<file path="src/pkg/diops_pkg.sv">
// package for the digital i/o port block: widths, reset values, states
// assumes a single 100 MHz clock and an active-low asynchronous reset
package diops_pkg;
    localparam int PORT_W = 16;                      // width of one port
    localparam int NUM_PORTS = 2;                    // ports per direction
    localparam logic [15:0] OUT_RESET = 16'h0000;    // outputs after reset
    localparam logic [15:0] IN_RESET = 16'h0000;     // input view while disabled
    localparam logic [1:0] SYNC_RESET = 2'b00;       // synchroniser reset
    localparam logic MODE_RESET = 1'b0;              // bidirectional lines: input mode
    typedef logic [PORT_W-1:0] diops_word_t;
    typedef enum logic [1:0] {
        DIOPS_DISABLED = 2'b00,
        DIOPS_LIVE = 2'b01
    } diops_state_t;
endpackage

</file>
<file path="src/verilog/diops_in_port.sv">
// one 16-bit input port: pin synchroniser, strobe latch, enable gate
// assumes pins are asynchronous; strobe arrives already synchronised
`timescale 1ns/1ps
module diops_in_port (
    input wire logic i_clock,                      // system clock
    input wire logic i_rst_n,                      // async reset, active low
    input wire diops_pkg::diops_word_t i_pins,     // raw input pins
    input wire logic i_enable,                     // input path enabled
    input wire logic i_strobe_mode,                // latch instead of pass
    input wire logic i_strobe_rise,                // one-cycle capture pulse
    output diops_pkg::diops_word_t o_value         // value seen by host
);
    import diops_pkg::*;
    diops_word_t sync_a;
    diops_word_t sync_b;
    diops_word_t held;

    // two-flop synchroniser on the pins
    always_ff @(posedge i_clock or negedge i_rst_n) begin
        if (!i_rst_n) begin
            sync_a <= IN_RESET;
            sync_b <= IN_RESET;
        end else begin
            sync_a <= i_pins;
            sync_b <= sync_a;
        end
    end

    always_ff @(posedge i_clock or negedge i_rst_n) begin
        if (!i_rst_n) begin
            held <= IN_RESET;
        end else if (i_enable && i_strobe_rise) begin
            held <= sync_b;
        end
    end

    // output register: disabled, latched or transparent
    always_ff @(posedge i_clock or negedge i_rst_n) begin
        if (!i_rst_n) begin
            o_value <= IN_RESET;
        end else if (!i_enable) begin
            o_value <= IN_RESET;
        end else if (i_strobe_mode) begin
            o_value <= held;
        end else begin
            o_value <= sync_b;
        end
    end
endmodule

</file>
<file path="src/verilog/diops_top.sv">
// digital i/o port block: two output ports, two input ports, strobe latch
// assumes host logic on i_clock writes outputs; pins and strobe are asynchronous
// assumes the strobe pin idles low and rises once for each snapshot
// assumes output mode is left only through the host reset
`timescale 1ns/1ps
module diops_top (
    input wire logic i_clock,                          // 100 MHz clock
    input wire logic i_rst_n,                          // host reset, active low
    input wire diops_pkg::diops_word_t i_out_data0,    // host value, output port 0
    input wire diops_pkg::diops_word_t i_out_data1,    // host value, output port 1
    input wire logic i_out_write0,                     // load output port 0
    input wire logic i_out_write1,                     // load output port 1
    input wire logic i_output_mode,                    // host selects output mode
    input wire diops_pkg::diops_word_t i_in_pins0,     // input port 0 pins
    input wire diops_pkg::diops_word_t i_in_pins1,     // input port 1 pins
    input wire logic i_strobe,                         // external strobe pin
    input wire logic i_strobe_mode,                    // host selects strobe latching
    output diops_pkg::diops_word_t o_out_pins0,        // output port 0 pins
    output diops_pkg::diops_word_t o_out_pins1,        // output port 1 pins
    output logic o_out_en,                             // drive enable of output lines
    output diops_pkg::diops_word_t o_input_port0,      // input port 0 value to host
    output diops_pkg::diops_word_t o_input_port1,      // input port 1 value to host
    output logic o_in_enabled                          // input path running
);
    import diops_pkg::*;

    // input enable state
    diops_state_t state; // input path state
    diops_state_t next_state; // state after this edge
    logic in_live; // input path enabled
    logic next_in_enabled; // host enable flag after this edge

    // strobe path
    logic [1:0] strobe_sync; // two-flop strobe synchroniser
    logic strobe_prev; // synchronised strobe, one edge old
    logic strobe_rise; // one-cycle capture pulse

    // output mode
    logic out_mode; // sticky output mode flag
    logic next_out_mode; // mode after this edge

    // per-port views
    diops_word_t out_data [NUM_PORTS]; // host values by port
    logic out_write [NUM_PORTS]; // host loads by port
    diops_word_t out_reg [NUM_PORTS]; // output port registers
    diops_word_t in_pins [NUM_PORTS]; // raw pins by port
    diops_word_t in_value [NUM_PORTS]; // port module results
    diops_word_t in_reg [NUM_PORTS]; // host-facing input registers

    always_comb begin
        next_state = state;
        unique case (state)
            DIOPS_DISABLED: begin
                next_state = DIOPS_LIVE;
            end
            DIOPS_LIVE: begin
                next_state = DIOPS_LIVE;
            end
            default: begin
                next_state = DIOPS_DISABLED;
            end
        endcase
    end

    always_ff @(posedge i_clock or negedge i_rst_n) begin
        if (!i_rst_n) begin
            state <= DIOPS_DISABLED;
        end else begin
            state <= next_state;
        end
    end

    // enable level handed to the port modules
    assign in_live = (state == DIOPS_LIVE);

    // two-flop synchroniser on the strobe pin
    always_ff @(posedge i_clock or negedge i_rst_n) begin
        if (!i_rst_n) begin
            strobe_sync <= SYNC_RESET;
        end else begin
            strobe_sync <= {strobe_sync[0], i_strobe};
        end
    end

    // previous level; reset matches the idle low strobe, so no false edge
    always_ff @(posedge i_clock or negedge i_rst_n) begin
        if (!i_rst_n) begin
            strobe_prev <= SYNC_RESET[0];
        end else begin
            strobe_prev <= strobe_sync[1];
        end
    end

    assign strobe_rise = strobe_sync[1] && !strobe_prev;

    always_comb begin
        next_out_mode = out_mode | i_output_mode;
    end

    // mode flag fed back into its next value
    always_ff @(posedge i_clock or negedge i_rst_n) begin
        if (!i_rst_n) begin
            out_mode <= MODE_RESET;
        end else begin
            out_mode <= next_out_mode;
        end
    end

    // drive enable, input mode after reset
    always_ff @(posedge i_clock or negedge i_rst_n) begin
        if (!i_rst_n) begin
            o_out_en <= MODE_RESET;
        end else begin
            o_out_en <= next_out_mode;
        end
    end

    // per-port views of the host and pin inputs
    assign out_data[0] = i_out_data0;
    assign out_data[1] = i_out_data1;
    assign out_write[0] = i_out_write0;
    assign out_write[1] = i_out_write1;
    assign in_pins[0] = i_in_pins0;
    assign in_pins[1] = i_in_pins1;

    generate
        for (genvar p = 0; p < NUM_PORTS; p++) begin : g_out
            diops_word_t out_word; // output register of this port
            diops_word_t next_out_word; // value after this edge

            // load on a write pulse, hold otherwise
            always_comb begin
                next_out_word = out_word;
                if (out_write[p]) begin
                    next_out_word = out_data[p];
                end
            end

            always_ff @(posedge i_clock or negedge i_rst_n) begin
                if (!i_rst_n) begin
                    out_word <= OUT_RESET;
                end else begin
                    out_word <= next_out_word;
                end
            end

            // port register seen by the output pins
            assign out_reg[p] = out_word;
        end
    endgenerate

    // one port module per input port
    generate
        for (genvar p = 0; p < NUM_PORTS; p++) begin : g_in
            diops_word_t host_word; // host-facing register of this port
            diops_word_t next_host_word; // value after this edge

            // synchroniser, strobe latch and enable gate
            diops_in_port u_port (
                .i_clock(i_clock),
                .i_rst_n(i_rst_n),
                .i_pins(in_pins[p]),
                .i_enable(in_live),
                .i_strobe_mode(i_strobe_mode),
                .i_strobe_rise(strobe_rise),
                .o_value(in_value[p])
            );

            // host register follows the port module
            always_comb begin
                next_host_word = in_value[p];
            end

            // host-facing register, cleared while reset is low
            always_ff @(posedge i_clock or negedge i_rst_n) begin
                if (!i_rst_n) begin
                    host_word <= IN_RESET;
                end else begin
                    host_word <= next_host_word;
                end
            end

            // register seen by the host
            assign in_reg[p] = host_word;
        end
    endgenerate

    // top outputs straight from the port registers
    assign o_out_pins0 = out_reg[0];
    assign o_out_pins1 = out_reg[1];
    assign o_input_port0 = in_reg[0];
    assign o_input_port1 = in_reg[1];

    // host sees the running input path
    always_comb begin
        next_in_enabled = in_live;
    end

    // input path flag, low while reset is low
    always_ff @(posedge i_clock or negedge i_rst_n) begin
        if (!i_rst_n) begin
            o_in_enabled <= 1'b0;
        end else begin
            o_in_enabled <= next_in_enabled;
        end
    end
endmodule

</file>
<file path="config.mk">
export PLATFORM = sky130hd
export DESIGN_NAME = diops_top
export DESIGN_NICKNAME = d
export VERILOG_FILES = /design/src/pkg/diops_pkg.sv /design/src/verilog/diops_in_port.sv /design/src/verilog/diops_top.sv
export SDC_FILE = /design/constraint.sdc
export NUM_CORES = 1
export LEC_CHECK = 0
export ABC_AREA = 1
export BUFFER_PORTS_ARGS = -buffer_cell sky130_fd_sc_hd__buf_2
export CORE_ASPECT_RATIO = 0.9
export CORE_MARGIN = 1
export CORE_UTILIZATION = 29
export CTS_CLUSTER_SIZE = 16
export DETAILED_ROUTE_END_ITERATION = 7
export MAX_ROUTING_LAYER = met4
export SYNTH_ARGS = -nofsm -noshare
export SYNTH_HDL_FRONTEND = slang
export SYNTH_SLANG_ARGS = --single-unit
export TNS_END_PERCENT = 1
</file>
<file path="constraint.sdc">
create_clock -name i_clock -period 1.3 [get_ports i_clock]
set_input_delay 0.26 -clock i_clock [delete_from_list [all_inputs] [get_ports i_clock]]
set_output_delay 0.26 -clock i_clock [all_outputs]
set_load 0.01 [all_outputs]
</file>
==> metrics.txt <==
# TYPE chip_impl_metric gauge
chip_impl_info{name="hold_path.startpoint",value="i_out_data0[12]"} 1
chip_impl_metric{name="place_worst_setup_slack",unit="ns"} 0.197
chip_impl_metric{name="std_cell_rows",unit=""} 51
chip_impl_metric{name="placed_cells_incl_taps",unit=""} 935
chip_impl_metric{name="timing.final.crit_share",unit="%"} 94.2
chip_impl_metric{name="r2r_slack",unit="ns"} 0.20
chip_impl_metric{name="post_route_cells_drive_above_1_share",unit="%"} 26.5
chip_impl_metric{name="cp.buffers_inverters",unit=""} 1
chip_impl_metric{name="post-route-worst-setup-slack",unit="ns"} 0.0759
chip_impl_metric{name="core-area",unit="sq mm"} 0.0216
chip_impl_metric{name="globalRouteTotalUtil",unit="%"} 12.6
chip_impl_metric{name="average_wire_per_standard_cell",unit="um"} 12.6
chip_impl_metric{name="area_occupied_by_multi_input_gates",unit="sq mm"} 0.00114
chip_impl_info{name="critical_path_class",value="register to output port"} 1
chip_impl_info{name="timing.critical_path.to_type",value="output port"} 1
chip_impl_metric{name="die_y",unit="um"} 143
chip_impl_metric{name="maximum_number_of_pins_on_one_net_before_global_route_repair",unit=""} 38
chip_impl_metric{name="hold_violations",unit=""} 0
chip_impl_metric{name="globalplace.congestion",unit=""} 0.696
chip_impl_metric{name="finalSetupViolations",unit=""} 0
chip_impl_metric{name="layout.nets",unit=""} 769
chip_impl_metric{name="maximum_clock_frequency",unit="MHz"} 817
chip_impl_metric{name="dieArea",unit="sq mm"} 0.0226
chip_impl_info{name="timing.critical_path.slowest_stage_cell",value="sky130_fd_sc_hd__dfrtp_1"} 1
chip_impl_metric{name="h-tree-depth",unit=""} 4
chip_impl_metric{name="cts.reportedPaths.clkPinSlew",unit="ns"} 0.07
chip_impl_metric{name="ys_types",unit=""} 14
chip_impl_metric{name="initial_core_util",unit="%"} 29.6
chip_impl_metric{name="vdd_drop_max",unit="mV"} 0.682
chip_impl_metric{name="antenna_found_initial",unit=""} 0
chip_impl_metric{name="io-pin-count",unit=""} 137
chip_impl_metric{name="period_needed",unit="ns"} 1.22
chip_impl_metric{name="grt_pass1_wl",unit="mm"} 21.0
chip_impl_metric{name="clock_sink_count",unit=""} 198
chip_impl_metric{name="worst-endpoint-arrival",unit="ns"} 0.96
chip_impl_metric{name="seqCellArea",unit="sq mm"} 0.00496
chip_impl_info{name="run_status",value="complete, no violations"} 1
chip_impl_metric{name="ys_seq_area_share",unit="%"} 77.7
chip_impl_metric{name="wl",unit="mm"} 12.6
chip_impl_metric{name="timing.critical_path.depth",unit=""} 1
chip_impl_metric{name="area_growth",unit="%"} 32.2
chip_impl_metric{name="drt_drc_violations_left",unit=""} 0
chip_impl_info{name="cts_root_buf",value="sky130_fd_sc_hd__clkbuf_16"} 1
chip_impl_metric{name="die_x",unit="um"} 158
chip_impl_info{name="timing.critical_path.max_delay_family",value="flip-flops"} 1
chip_impl_metric{name="fin_max_slew_vios",unit=""} 0
chip_impl_metric{name="worstPathMaxFanout",unit=""} 2
chip_impl_info{name="grt_setup_unrepaired",value="no"} 1
chip_impl_metric{name="clock-skew-final",unit="ns"} 0.0168
chip_impl_metric{name="worst-endpoint-required",unit="ns"} 1.04
chip_impl_metric{name="cap_violations",unit=""} 0
chip_impl_info{name="tritoncts",value="done"} 1
chip_impl_metric{name="final.fill_count",unit=""} 2135
chip_impl_metric{name="violation_count_after_the_first_detailed_routing_iteration",unit=""} 137
chip_impl_metric{name="clock_latency",unit="ns"} 0.43
chip_impl_metric{name="leakagePower",unit="nW"} 4.26
chip_impl_metric{name="antenna_cells",unit=""} 0
chip_impl_metric{name="syn-num-nets",unit=""} 591
chip_impl_metric{name="instances_no_fill",unit=""} 1001
chip_impl_metric{name="synth_instances",unit=""} 520
chip_impl_info{name="timing.critical_path.cells",value="buf_2"} 1
chip_impl_metric{name="hold_depth",unit=""} 3
chip_impl_metric{name="syn_area",unit="sq mm"} 0.00638
chip_impl_metric{name="fin_total_pwr",unit="mW"} 13.4
chip_impl_info{name="worstSetupStartpointType",value="register"} 1
chip_impl_metric{name="power.density_cell_area",unit="mW/mm^2"} 1590
chip_impl_metric{name="synth_seq_cells",unit=""} 198
chip_impl_metric{name="cts_made_buffers",unit=""} 17
chip_impl_info{name="reg2reg_to",value="g_in[1].u_port.held[12]"} 1
chip_impl_metric{name="drt-pass1-iter-count",unit=""} 5
chip_impl_metric{name="first_global_vias",unit=""} 4013
chip_impl_metric{name="avgViaCountPerCell",unit=""} 4.06
chip_impl_info{name="min-delay-path-class",value="input port to register"} 1
chip_impl_metric{name="yosysWarnings",unit=""} 0
chip_impl_metric{name="max-clock-path-buffers",unit=""} 2
chip_impl_metric{name="ant_nets",unit=""} 0
chip_impl_metric{name="timing.critical_path.slowest_cell_delay",unit="ns"} 0.39
chip_impl_metric{name="port_buffers",unit=""} 136
chip_impl_info{name="worst_hold_path.endpoint",value="o_out_pins0[12]"} 1
chip_impl_metric{name="synth_area_per_cell",unit="sq um"} 12.3
chip_impl_metric{name="r2r_cells",unit=""} 4
chip_impl_metric{name="grt-ovfl-total",unit=""} 0
chip_impl_info{name="timing.rr.start",value="strobe_sync[1]"} 1
chip_impl_metric{name="detailedPlacementHpwl",unit="mm"} 7.96
chip_impl_metric{name="routed-via-count",unit=""} 4062
chip_impl_metric{name="final.setup.tns",unit="ns"} 0
placed cells by master (no fill, tap or decap), types with 4 or more instances in the layout:
cell type                       count
sky130_fd_sc_hd__buf_12             5
sky130_fd_sc_hd__buf_2            135
sky130_fd_sc_hd__buf_4             12
sky130_fd_sc_hd__clkbuf_16         17
sky130_fd_sc_hd__clkinv_4           4
sky130_fd_sc_hd__dfrtp_1          196
sky130_fd_sc_hd__dlygate4sd3_1     35
sky130_fd_sc_hd__inv_1             34
sky130_fd_sc_hd__inv_8              5
sky130_fd_sc_hd__nand2_1           96
sky130_fd_sc_hd__nand4_1           32
sky130_fd_sc_hd__nor2_1            64
sky130_fd_sc_hd__o21ai_0           32
sky130_fd_sc_hd__o21ai_1           32
stage by stage:
stage / util (%) / hold slack, ns / instance area, sq um
floorplan: - / -0.0356 / 6380
global placement: 34.6 / 0.166 / 7470
detailed placement: 34.6 / 0.169 / 7470
CTS: 39.0 / 0.00333 / 8420
global route: 39.1 / 0.0296 / 8430
finish: 39.1 / 0.0412 / 8430
flip-flops by register name (all words and copies together) (netlist names):
name	flops
o_out_en	1
o_input_port1	16
o_out_pins1	16
g_in.u_port.sync_b	32
o_out_pins0	16
g_in.u_port.sync_a	32
g_in.u_port.held	32
strobe_prev	1
state	1
o_input_port0	16
g_in.u_port.o_value	32
strobe_sync	2
o_in_enabled	1
final cells by class:
type                       instances  area share, %
clock buffer                      17           5.05
inverter                          34           1.51
clock inverter                    14           2.18
timing repair buffer             188           14.6
tap                              291           4.32
sequential                       198           58.8
multi-input combinational        259           13.5
worst max-delay path by stage:
stage | startpoint | endpoint
3_5_place_dp | strobe_sync[1] | g_in[0].u_port.held[2]
5_1_grt | o_out_pins1[10] | o_out_pins1[10]
3_3_place_gp | strobe_sync[1] | g_in[1].u_port.held[14]
6_report | o_out_pins0[5] | o_out_pins0[5]
4_1_cts | o_input_port1[9] | o_input_port1[9]
2_1_floorplan | strobe_prev | g_in[1].u_port.held[10]
tightest hold or removal path, delay by kind of cell:
kind / cells / cell delay [ns]
compound gates: 1 / 0.05
buf+inv: 1 / 0.07
simple gates: 1 / 0.04
synth_stat cells, drive strengths merged:
library cell    n  area, sq um
nand3           1         10.0
o21ai          64          320
or2             1         6.26
nand4          32          200
inv            34          128
nand2          96          360
buf            24          130
clkbuf          5         22.5
dfrtp         198         4950
conb            1         3.75
nor2           64          240
metal layers:
layer  vias up  global-route usage (%)  wire length (um)
met1      1906                    17.5              6050
met5         -                       -                 0
met4         0                    4.25               119
li1       2010                       -                 -
met2       138                    17.4              5620
met3         8                    4.04               818
cells by family after synthesis:
family | count (synthesis) | share of synthesized area, %
AND/OR/NAND/NOR | 194 | 12.8
flip-flops | 198 | 77.7
AO/OA/AOI/OAI | 64 | 5.02
other | 1 | 0.0588
buffers and inverters | 63 | 4.40
where the power goes:
| group | leakage (nW) | switching [mW] | internal (mW) |
|---|---|---|---|
| Combinational | 1.54 | 0.640 | 0.482 |
| Sequential | 2.42 | 0.224 | 6.67 |
| Clock | 0.296 | 2.45 | 2.93 |
| Total | 4.26 | 3.32 | 10.1 |
what timing repair did:
| item | in CTS | in global routing |
|---|---|---|
| setup buffers | 0 | 0 |
| hold buffers | 34 | 1 |
| endpoints found under the hold margin | 63 | 1 |
| gates resized for setup | 0 | 0 |
Note: power is estimated with default switching activity, not from simulation.
